$ cat src/design/drs_consts.vh
// Constants for the storage refresh scheduler
// Functional notes
// RQ1 - Whole array refreshed within 6.1 ms; the code takes 256 periods of 24 us, 6.144 ms
// RQ2 - Start one partial refresh every 24 us
// RQ3 - One 256-bit group per chip, one half
// RQ4 - Each refresh holds storage for 890 ns; the code holds it for 23 cycles of 40 ns, 920 ns
// RQ5 - Alternate halves on successive refresh operations
// RQ6 - Advance group on each return to half
// RQ7 - No ordinary access during refresh
// RQ8 - Hold access request pending until refresh ends
`ifndef DRS_CONSTS_VH
`define DRS_CONSTS_VH
`define DRS_CLK_MHZ 25
`define DRS_RETAIN_US 6100
`define DRS_PERIOD_NS 24000
`define DRS_BUSY_NS 890
`define DRS_PERIOD_CYC ((`DRS_PERIOD_NS * `DRS_CLK_MHZ) / 1000)
`define DRS_BUSY_CYC ((`DRS_BUSY_NS * `DRS_CLK_MHZ + 999) / 1000)
`define DRS_GROUP_BITS 256
`define DRS_GROUPS 128
`define DRS_GROUP_W 7
`define DRS_CNT_W 10
`endif

$ cat src/design/drs_tick_gen.v
// Periodic one-cycle refresh request enable
`timescale 1ns/1ps
module drs_tick_gen #(
    parameter PERIOD = 600,
    parameter CW = 10
) (
    input wire mclk, // Clock
    input wire rst, // Async reset, active high
    output reg tick // One-cycle pulse per period
);
    reg [CW-1:0] cnt_q;
    always @(posedge mclk or posedge rst)
    begin
        if (rst)
        begin
            cnt_q <= {CW{1'b0}};
            tick <= 1'b0;
        end
        else if (cnt_q == PERIOD[CW-1:0] - {{(CW-1){1'b0}}, 1'b1})
        begin
            cnt_q <= {CW{1'b0}};
            tick <= 1'b1; // RQ2
        end
        else
        begin
            cnt_q <= cnt_q + {{(CW-1){1'b0}}, 1'b1};
            tick <= 1'b0;
        end
    end
endmodule // drs_tick_gen

$ cat src/design/dram_refresh_scheduler.v
// Refresh scheduler with storage access gating
`timescale 1ns/1ps
`include "drs_consts.vh"
module dram_refresh_scheduler #(
    parameter PERIOD_CYC = `DRS_PERIOD_CYC,
    parameter BUSY_CYC = `DRS_BUSY_CYC,
    parameter GW = `DRS_GROUP_W
) (
    input wire mclk, // 25 MHz clock
    input wire rst, // Async reset, active high
    input wire accReq, // Storage access request level
    input wire accWrite, // Request is a write
    input wire accDone, // Storage reports access finished
    output reg accGrant_q, // Access granted to storage
    output reg accPend_q, // Request held during refresh
    output reg refActive_q, // Refresh in progress
    output reg refHalf_q, // Half being refreshed
    output reg [GW-1:0] refGroup_q, // Group index being refreshed
    output reg refStart_q, // Pulse at refresh start
    output reg memWrite_q // Write strobe to storage
);
    // One-hot controller states
    localparam ST_IDLE = 3'b001;
    localparam ST_ACC = 3'b010;
    localparam ST_REF = 3'b100;

    // Storage halves served in turn
    localparam HALVES = 2;
    localparam integer GRP_LAST_I = `DRS_GROUPS - 1;
    localparam [GW-1:0] GRP_LAST = GRP_LAST_I[GW-1:0];
    localparam [GW-1:0] GRP_ONE = {{(GW-1){1'b0}}, 1'b1};
    localparam [`DRS_CNT_W-1:0] CNT_ONE = {{(`DRS_CNT_W-1){1'b0}}, 1'b1};
    localparam [`DRS_CNT_W-1:0] BUSY_LOAD = BUSY_CYC[`DRS_CNT_W-1:0];

    wire tick;
    wire refDue;
    wire startRef;
    wire startAcc;
    wire accEnd;
    wire busyLast;
    wire refEnd;
    wire [HALVES-1:0] grpStep;
    wire [GW-1:0] grpNow [0:HALVES-1];
    reg [2:0] st_q;
    reg [2:0] st_d;
    reg [`DRS_CNT_W-1:0] busy_q;
    reg tickPend_q;

    // Next group index, wrapping after the last group of a half
    function [GW-1:0] nextGroup;
        input [GW-1:0] grp;
        begin
            if (grp == GRP_LAST)
                nextGroup = {GW{1'b0}}; // RQ1
            else
                nextGroup = grp + GRP_ONE;
        end
    endfunction

    // True when the one-hot code holds the wanted state
    function inState;
        input [2:0] cur;
        input [2:0] want;
        begin
            inState = (cur & want) != 3'h0;
        end
    endfunction

    drs_tick_gen #(.PERIOD(PERIOD_CYC), .CW(`DRS_CNT_W)) uTick (
        .mclk(mclk),
        .rst(rst),
        .tick(tick)
    );

    // Events of the controller
    assign refDue = tick | tickPend_q;
    assign busyLast = busy_q == CNT_ONE;
    assign startRef = inState(st_q, ST_IDLE) & refDue;
    assign startAcc = inState(st_q, ST_IDLE) & ~refDue & accReq;
    assign accEnd = inState(st_q, ST_ACC) & accDone;
    assign refEnd = inState(st_q, ST_REF) & busyLast;

    // Group of the half just refreshed moves on
    assign grpStep[0] = refEnd & ~refHalf_q;
    assign grpStep[1] = refEnd & refHalf_q;

    // One group counter per storage half
    genvar h;
    generate
        for (h = 0; h < HALVES; h = h + 1)
        begin : gHalf
            reg [GW-1:0] grp_q;
            always @(posedge mclk or posedge rst)
            begin
                if (rst)
                    grp_q <= {GW{1'b0}};
                else if (grpStep[h])
                    grp_q <= nextGroup(grp_q); // RQ6
            end
            assign grpNow[h] = grp_q;
        end
    endgenerate

    // Refresh wins over a new access; an access is never cut
    always @*
    begin
        st_d = st_q;
        case (st_q)
            ST_IDLE:
            begin
                if (refDue)
                    st_d = ST_REF;
                else if (accReq)
                    st_d = ST_ACC;
            end
            ST_ACC:
            begin
                if (accDone)
                    st_d = ST_IDLE;
            end
            ST_REF:
            begin
                if (busyLast)
                    st_d = ST_IDLE;
            end
            default:
                st_d = ST_IDLE;
        endcase
    end

    always @(posedge mclk or posedge rst)
    begin
        if (rst)
            st_q <= ST_IDLE;
        else
            st_q <= st_d;
    end

    // Tick seen during an access waits for idle
    always @(posedge mclk or posedge rst)
    begin
        if (rst)
            tickPend_q <= 1'b0;
        else if (startRef)
            tickPend_q <= 1'b0;
        else if (tick)
            tickPend_q <= 1'b1; // RQ2
    end

    // Cycles left in the refresh
    always @(posedge mclk or posedge rst)
    begin
        if (rst)
            busy_q <= {`DRS_CNT_W{1'b0}};
        else if (startRef)
            busy_q <= BUSY_LOAD; // RQ4
        else if (inState(st_q, ST_REF))
            busy_q <= busy_q - CNT_ONE;
    end

    // Grant holds until the array reports the access done
    always @(posedge mclk or posedge rst)
    begin
        if (rst)
            accGrant_q <= 1'b0;
        else if (startAcc)
            accGrant_q <= 1'b1;
        else if (accEnd || inState(st_q, ST_REF))
            accGrant_q <= 1'b0; // RQ7
    end

    always @(posedge mclk or posedge rst)
    begin
        if (rst)
            memWrite_q <= 1'b0;
        else if (startAcc)
            memWrite_q <= accWrite;
        else if (accEnd)
            memWrite_q <= 1'b0;
    end

    // Held request stays set to the end of the refresh and clears in idle
    always @(posedge mclk or posedge rst)
    begin
        if (rst)
            accPend_q <= 1'b0;
        else if (startRef)
            accPend_q <= accReq; // RQ8
        else if (inState(st_q, ST_REF))
        begin
            if (accReq)
                accPend_q <= 1'b1; // RQ8
        end
        else if (inState(st_q, ST_IDLE))
            accPend_q <= 1'b0;
    end

    always @(posedge mclk or posedge rst)
    begin
        if (rst)
            refActive_q <= 1'b0;
        else if (startRef)
            refActive_q <= 1'b1; // RQ4
        else if (refEnd)
            refActive_q <= 1'b0; // RQ4
    end

    always @(posedge mclk or posedge rst)
    begin
        if (rst)
            refStart_q <= 1'b0;
        else
            refStart_q <= startRef; // RQ2
    end

    // First refresh after reset serves half 0
    always @(posedge mclk or posedge rst)
    begin
        if (rst)
            refHalf_q <= 1'b1;
        else if (startRef)
            refHalf_q <= ~refHalf_q; // RQ5
    end

    always @(posedge mclk or posedge rst)
    begin
        if (rst)
            refGroup_q <= {GW{1'b0}};
        else if (startRef)
            refGroup_q <= refHalf_q ? grpNow[0] : grpNow[1]; // RQ3
    end
endmodule // dram_refresh_scheduler

$ cat config.mk
export PLATFORM = sky130hd
export DESIGN_NAME = dram_refresh_scheduler
export DESIGN_NICKNAME = d
export VERILOG_FILES = /design/src/design/drs_tick_gen.v /design/src/design/dram_refresh_scheduler.v
export VERILOG_INCLUDE_DIRS = /design/src /design/src/design
export SDC_FILE = /design/constraint.sdc
export NUM_CORES = 1
export LEC_CHECK = 0
export BUFFER_PORTS_ARGS = -buffer_cell sky130_fd_sc_hd__buf_2
export CORE_MARGIN = 10
export CORE_UTILIZATION = 63
export CTS_CLUSTER_DIAMETER = 200
export DETAILED_ROUTE_END_ITERATION = 8
export PLACE_DENSITY = 0.83
export SLEW_MARGIN = 30
export SYNTH_ARGS = -nofsm -noshare
export SYNTH_HDL_FRONTEND = slang
export SYNTH_SLANG_ARGS = --single-unit
$ cat constraint.sdc
create_clock -name mclk -period 5.05 [get_ports mclk]
set_input_delay 0.7575 -clock mclk [delete_from_list [all_inputs] [get_ports mclk]]
set_output_delay 0.7575 -clock mclk [all_outputs]
set_load 0.01 [all_outputs]
* Yosys cells after proc, flatten, opt, wreduce, memory -nomap -nowiden
Cells that the tools add are included.
** Word-level totals
- Flip-flop bits (word level) :: 52
- Output and inout bits :: 13
- Word-level logic and storage cells :: 72
** Operators by class
- $add $sub $neg :: 4
- Equality and inequality tests :: 11
- Muxes and demuxes :: 24
- Bitwise gates (word level) :: 10
- Reductions and logical operators :: 9
** Operators by type and width (count)
- $mux W10 :: 3
- $mux W7 :: 3
- $add A7 B1 Y7 const B :: 2
- $eq A7 B7 Y1 const B :: 2
- $mux W1 :: 13
- $mux W3 :: 4
- $add A10 B1 Y10 const B :: 1
- $eq A10 B1 Y1 const B :: 1
- $eq A10 B10 Y1 const B :: 1
- $reduce_bool A2 Y1 :: 5
- $sub A10 B1 Y10 const B :: 1
- $pmux W3 S3 :: 1
- $and A1 B1 Y1 :: 7
- $ne A3 B3 Y1 const B :: 2
- $ne A2 B2 Y1 const B :: 2
- $eq A3 B1 Y1 const B :: 1
- $eq A3 B2 Y1 const B :: 1
- $eq A3 B3 Y1 const B :: 1
- $reduce_and A3 Y1 :: 1
- $reduce_bool A3 Y1 :: 1
- $not A1 Y1 :: 2
- $reduce_and A2 Y1 :: 1
- $logic_or A1 B1 Y1 :: 1
- $or A1 B1 Y1 :: 1

* Logic depth before layout (Yosys ltp)
Gate-level depths: netlist (run 1).
- Depth after elaboration :: 5
- Mapped depth :: 6

* By module
Synthesis (run 1) repeated with hierarchy kept, for this count alone.
** Unflattened totals
- Cells, all modules :: 234
- Area, all modules :: 2473.6 µm²
** Modules (own cells, without submodules)
- dram_refresh_scheduler :: times used 1, cells an instance 190, area each 1974.4 µm²
- drs_tick_gen :: times used 1, cells an instance 44, area each 499.2 µm²

* Worst setup path after synthesis (run 1)
No wires, ideal clock.
- Kind :: reg2reg
- From :: register busy_q[6]
- To :: register gHalf[0].grp_q[0]
- Library setup time :: 0.125 ns
- Arrival :: 1.462 ns
- Path slack :: 3.463 ns
- Cell stages (with the launch flop) :: 5
- Path through :: dfrtp_1 nor4_4 and4_1 buf_2 mux2_2
** Between the ends
- Longest elaborated chain between the ends :: 3
** Ends and longest elaborated chain
- from (decl) :: line dram_refresh_scheduler.v:46 : reg [`DRS_CNT_W-1:0] busy_q;
- from (signal assigned) :: line dram_refresh_scheduler.v:154 : busy_q <= {`DRS_CNT_W{1'b0}};
- from (signal assigned) :: line dram_refresh_scheduler.v:158 : busy_q <= busy_q - CNT_ONE;
- $eq A10 B1 Y1 :: line dram_refresh_scheduler.v:77 : assign busyLast = busy_q == CNT_ONE;
- $and A1 B1 Y1 :: line dram_refresh_scheduler.v:81 : assign refEnd = inState(st_q, ST_REF) & busyLast;
- $and A1 B1 Y1 :: line dram_refresh_scheduler.v:84 : assign grpStep[0] = refEnd & ~refHalf_q;
- to (signal assigned) :: line dram_refresh_scheduler.v:96 : grp_q <= {GW{1'b0}};
- to (signal assigned) :: line dram_refresh_scheduler.v:98 : grp_q <= nextGroup(grp_q);
- to (decl) :: line dram_refresh_scheduler.v:92 : reg [GW-1:0] grp_q;
Every way passes these cells.
A chain may end at the register's enable or synchronous reset.

* Final worst setup path (run 1)
- From :: register refHalf_q
- To :: output port refHalf_q
** RTL lines
- from (decl) :: line dram_refresh_scheduler.v:17 : output reg refHalf_q,
- from (signal assigned) :: line dram_refresh_scheduler.v:222 : refHalf_q <= ~refHalf_q;
No word-level cell between the ends.

==> flow_summary.yaml, run 1 <==
outcome:
  status: "complete, no violations"
synthesis:
  synth_top_area_cell: "dfrtp_1"
  synth_edf_count: 0
  yosysUniqueCellTypes: 42
  ys_warn_count: 0
  synth_commonest_cells: "50 x dfrtp_1, 31 x nand2_1, 19 x o21ai_0, 16 x nor2_1, 14 x xnor2_1"
  synth-compound-area-share: 0.0838
  synth_ff_type: "dfrtp_1"
  synth_nets: 241
  netlist_instances: 231
  synth_top_family_by_area: "simple AND/OR/NAND/NOR gates"
  ys_seq_area_frac: 0.536
  async_flop_share: 1.00
  yosysMostFrequentCell: "dfrtp_1"
  muxShareOfSynthArea: 0.0463
  synthAdderAreaFrac: 0.0257
  netlist_top_cells_area: "dfrtp_1 51%, xnor2_1 5.0%, nand2_1 4.8%, o21ai_0 3.9%, mux2i_1 3.7%"
  syn_avg_cell_area_um2: 10.5
  netlist_area_um2: 2430
  synth-simple-area-share: 0.213
  ys_ff_latch: 52
  yosys.area.top_type_share: 0.514
  synth-xor-area-share: 0.0720
global_route:
  first_global_vias: 1625
  grt-ovfl-total: 0
  grt_pass1_wl_mm: 7.37
  antenna_found_initial: 0
  track_usage: 0.138
  grt_max_degree: 53
placed_design:
  hpwl_mm: 2.94
  port_buffers: 17
  gp_congestion: 0.795
  placed_area_um2: 2560
  placed_cells: 290
min_path:
  min_to: "uTick.cnt_q[0]$_DFF_PP0_"
  hp-start: "uTick.cnt_q[0]$_DFF_PP0_"
  hold_depth: 1
  hold_class: "reg2reg"
cts:
  post_cts_resized: 0
  post_cts_buffers: 0
  numCtsBuffers: 5
  ctsRootBufferMaster: "clkbuf_8"
  clock-sinks: 52
  cts_buffer_depth: 2
  path_clk_slew_ns: 0.08
  clk_latency_ns: 0.30
  cts_tree: "yes"
  hold_buffers: 0
  htree_levels: 2
timing:
  skew_ns: 0.00607
  rsz0062_at_grt: "no"
  setup_viol: 0
  slew_headroom: 0.566
  slew_viol_final: 0
  finalCriticalPeriod_ns: 2.01
  worst-slew-pin-transition_ns: 0.643
  final_hold_viol_count: 0
  fmax_mhz: 497
  finalCritPeriodShare: 0.399
  setup_tns_ns: 0
layout:
  layout-drive-gt1-share: 0.149
  syn_to_final_growth_pct: 9.20
  final_cell_area_um2: 2660
  diodes: 0
  layout.nets: 259
  post-route-util: 0.720
  instances_no_fill: 297
die:
  coreArea_um2: 3690
  start_util: 0.660
  die-area_um2: 6750
  fp.dieH_um: 82.2
  num_rows: 22
  die_w_um: 82.2
  design.portCount: 18
routing:
  drc: 0
  route.vias.total: 1685
  drt_iter0_drc: 159
  dr.pass1.iters: 4
  ant_nets: 0
  wirelength_mm: 4.13
  routed_via_density: 5.67
  wl_per_cell_um: 13.9
setup_path:
  crit_slowest_cell: "dfstp_2"
  max_stage_delay_ns: 0.75
  crit_chain: "buf_2"
  cp-start-kind: "flop"
  reg2reg_slack_ns: 3.27
  critical_path_class: "reg2out"
  cp.arrival_ns: 1.26
  timing.rr.start: "st_q[2]$_DFFE_PP0P_"
  crit_buf_inv: 1
  crit_family: "flip-flops"
  r2r_cells: 4
  crit_path_max_fanout: 14
  end_kind: "output port"
  r2r-end: "busy_q[8]$_DFFE_PP0P_"
  cp.required_ns: 4.29
run:
  cap_violations: 0
pwr:
  ir_drop_uv: 219
  power_density_nw_per_um2: 269
  power_leakage_nw: 1.25
==> report_power, final <==
| group | total [W] | switching, W | leakage [nW] | internal (W) |
|---|---|---|---|---|
| sequential | 0.000434 | 0.00000841 | 0.699 | 0.000426 |
| combinational | 0.0000352 | 0.0000218 | 0.498 | 0.0000135 |
| clock | 0.000245 | 0.000123 | 0.0503 | 0.000122 |
==> through the flow <==
stage | power [W] | setup slack (ns) | hold slack (ns)
after floorplan | 0.000465 | 3.04 | 0.425
after global placement | 0.000476 | 3.31 | 0.443
after detailed placement | 0.000478 | 3.28 | 0.446
after CTS | 0.000721 | 3.03 | 0.457
after global routing | 0.000745 | 2.99 | 0.498
final | 0.000714 | 3.04 | 0.454
==> worst reg2reg max path: cells and delay by family, from the launching register on <==
family / cells / cell delay, ns
and+or+nand+nor: 3 / 0.88
DFF: 1 / 0.60
xor gates and xnor gates: 1 / 0.19
==> how the worst max path moves through the flow <==
stage	start	end	slack (ns)	cells after the start
after floorplan	rst	accGrant_q$_DFFE_PP0P_	3.04	1
after CTS	refHalf_q$_DFFE_PP1P_	refHalf_q	3.03	1
after detailed placement	st_q[2]$_DFFE_PP0P_	busy_q[7]$_DFFE_PP0P_	3.28	4
after global placement	rst	refStart_q$_DFF_PP0_	3.31	2
final	refHalf_q$_DFFE_PP1P_	refHalf_q	3.04	1
after global routing	refHalf_q$_DFFE_PP1P_	refHalf_q	2.99	1
==> placed cells by master (no fill, tap or decap), types with 6 or more instances in the layout <==
cell type,count
xor2_1,6
nand2_1,31
nand3_1,9
o21ai_0,18
nor2_1,16
inv_1,6
dfrtp_1,50
buf_2,17
clkbuf_8,7
and3_1,7
xnor2_1,14
mux2i_1,9
==> cell type report <==
| class | instances | area (um^2) |
|---|---|---|
| flip-flops and latches | 52 | 1300 |
| multi-input cells | 164 | 1070 |
| fillers | 272 | 1030 |
| clock buffers | 7 | 96.3 |
| repair buffers | 18 | 92.6 |
| well taps | 48 | 60.1 |
| inverters | 8 | 32.5 |
==> routing by layer <==
metal	up-vias	routed length (um)	track usage
met4	0	46	0.0357
met2	33	1930	0.223
met5	-	0	0
met3	4	221	0.0421
met1	807	1940	0.177
li1	841	-	-
==> cell families (layout without fill, tap and decap cells) <==
family                   Yosys count  in the layout
AND/OR/NAND/NOR                   93             93
multiplexers                      11             11
XOR/XNOR                          20             20
adder cells (fa/ha/maj)            5              5
AO/OA/AOI/OAI                     35             35
flip-flops                        52             52
buffers and inverters             15             33
==> state kept, by name, summed over array words and instances (netlist names) <==
name and count:
busy_q 10, uTick.cnt_q 10, refHalf_q 1, uTick.tick 1, gHalf.grp_q 14, tickPend_q 1
memWrite_q 1, refStart_q 1, st_q 3, refActive_q 1, accPend_q 1, refGroup_q 7
accGrant_q 1
No activity file was read; power rests on OpenSTA's default activity.
==> run 2, diff against run 1 <==
Settings changed: CORE_UTILIZATION 63 to 53, PLACE_DENSITY 0.83 to 0.74.
Clock period 5.05 ns to 1.7 ns, I/O delays scaled along.
==> flow_summary.yaml, run 2 (synthesis gave the netlist of run 1 again) <==
placed_design:
  dp_slack_ns: 0.00928
  gp_congestion: 0.811
  port_buffers: 17
  hpwl_mm: 3.11
  placed_cells: 303
die:
  design.portCount: 18
  fp.dieH_um: 87.8
  coreArea_um2: 4410
  die_w_um: 87.8
  start_util: 0.551
  num_rows: 24
  die-area_um2: 7700
pwr:
  power_leakage_nw: 1.34
  ir_drop_uv: 568
  power_density_nw_per_um2: 799
outcome:
  status: "complete, no violations"
global_route:
  met2_usage: 0.206
  grt_max_degree: 53
  grt_use_met1: 0.145
  grt.met3_usage: 0.0446
  track_usage: 0.125
  grt-busiest-layer: "met2"
  grt-ovfl-total: 0
  antenna_found_initial: 0
  first_global_vias: 1747
  grt_pass1_wl_mm: 7.80
layout:
  layout-drive-gt1-share: 0.205
  instances_no_fill: 315
  top_register: "gHalf.grp_q"
  layout_commonest_cell: "dfrtp_1"
  layout.nets: 272
  layout_common_cells: "49 x dfrtp_1, 31 x nand2_1, 18 x o21ai_0, 17 x buf_2, 16 x nor2_1"
  reg_top3: "gHalf.grp_q x14, busy_q x10, uTick.cnt_q x10"
  diodes: 0
  syn_to_final_growth_pct: 16.0
  largest_reg_flops: 14
timing:
  rsz0062_at_grt: "yes"
  finalCriticalPeriod_ns: 1.67
  final_hold_viol_count: 0
  setup_viol: 0
  post-route-worst-setup-slack_ns: 0.0345
  slew_headroom: 0.750
  skew_ns: 0.00971
  worst-slew-pin-transition_ns: 0.372
  fmax_mhz: 600
  finalCritPeriodShare: 0.980
  slew_viol_final: 0
cts:
  path_clk_slew_ns: 0.09
  cts_tree: "yes"
  clk_latency_ns: 0.31
  clock-sinks: 52
  cts_buffer_depth: 2
  ctsRootBufferMaster: "clkbuf_8"
  htree_levels: 2
  numCtsBuffers: 5
setup_path:
  r2r_cells: 3
  cp.required_ns: 1.90
  end_kind: "flop"
  cp-start-kind: "flop"
  crit_slowest_cell: "dfrtp_2"
  max_stage_delay_ns: 0.45
  timing.rr.start: "busy_q[6]$_DFFE_PP0P_"
  crit_family: "simple AND/OR/NAND/NOR gates"
  crit_chain: "nor4_4, and4_1, mux2_2"
  crit_buf_inv: 0
  r2r-end: "gHalf[0].grp_q[0]$_DFFE_PP0P_"
  reg2reg_slack_ns: 0.03
  cp.arrival_ns: 1.87
  critical_path_class: "reg2reg"
  crit_path_max_fanout: 7
min_path:
  hp-start: "accWrite"
  hold_class: "in2reg"
  hold_depth: 3
  min_to: "memWrite_q$_DFFE_PP0P_"
routing:
  dr.pass1.iters: 5
  drt_iter0_drc: 88
  route.vias.total: 1740
  routed_via_density: 5.52
  wl_per_cell_um: 14.2
  wirelength_mm: 4.46
  ant_nets: 0
  drc: 0
run:
  cap_violations: 0
==> run 2: per-stage QoR <==
stage / area, um^2 / setup TNS [ns] / power, W / util / hold WS, ns
global placement: 2640 / 0 / 0.00142 / 0.599 / 0.318
floorplan: 2430 / 0 / 0.00138 / - / 0.372
global route: 2820 / -0.101 / 0.00235 / 0.639 / 0.175
finish: 2820 / 0 / 0.00225 / 0.639 / 0.146
detailed placement: 2640 / 0 / 0.00143 / 0.599 / 0.327
CTS: 2770 / 0 / 0.00228 / 0.628 / 0.136
==> run 2: worst reg2reg max path, delay by kind of cell (launching register included) <==
family	cells	cell delay, ns
multiplexers	1	0.36
flip-flops	1	0.45
AND/OR/NAND/NOR	2	0.76
==> run 2: cell type report <==
| cell class | count | area (um^2) |
|---|---|---|
| repair buffers | 31 | 205 |
| inverters | 8 | 30.0 |
| clock inverters | 3 | 42.5 |
| clock buffers | 5 | 68.8 |
| fillers | 366 | 1590 |
| multi-input cells | 164 | 1110 |
| flip-flops and latches | 52 | 1310 |
| well taps | 52 | 65.1 |
==> run 2: how the worst max path moves through the flow <==
stage | startpoint | cells after the start | end | slack [ns]
4_1_cts | busy_q[4]$_DFFE_PP0P_ | 3 | gHalf[0].grp_q[0]$_DFFE_PP0P_ | 0.005
3_5_place_dp | busy_q[6]$_DFFE_PP0P_ | 4 | gHalf[0].grp_q[6]$_DFFE_PP0P_ | 0.009
2_1_floorplan | busy_q[6]$_DFFE_PP0P_ | 4 | gHalf[0].grp_q[0]$_DFFE_PP0P_ | 0.11
6_report | busy_q[6]$_DFFE_PP0P_ | 3 | gHalf[0].grp_q[0]$_DFFE_PP0P_ | 0.03
5_1_grt | busy_q[6]$_DFFE_PP0P_ | 4 | gHalf[0].grp_q[6]$_DFFE_PP0P_ | -0.05
3_3_place_gp | busy_q[6]$_DFFE_PP0P_ | 3 | gHalf[0].grp_q[1]$_DFFE_PP0P_ | 0.10
==> run 2: repair_timing <==
action                                 CTS  global route
hold buffers                             1             0
setup endpoints to repair                1            13
gates cloned                             0             0
setup buffers                            1             2
endpoints found under the hold margin   50             0
resized for setup                        0             6
pin swaps                                3             5
==> run 2: per-layer routing <==
| layer | routed length (um) | vias up |
|---|---|---|
| met4 | 52 | 0 |
| met3 | 208 | 6 |
| met1 | 2070 | 835 |
| met5 | 0 | - |
| li1 | - | 863 |
| met2 | 2130 | 36 |
==> run 2: power by group <==
| part | switching [W] | internal (W) |
|---|---|---|
| Clock | 0.000421 | 0.000436 |
| Combinational | 0.0000625 | 0.0000460 |
| Sequential | 0.0000244 | 0.00126 |
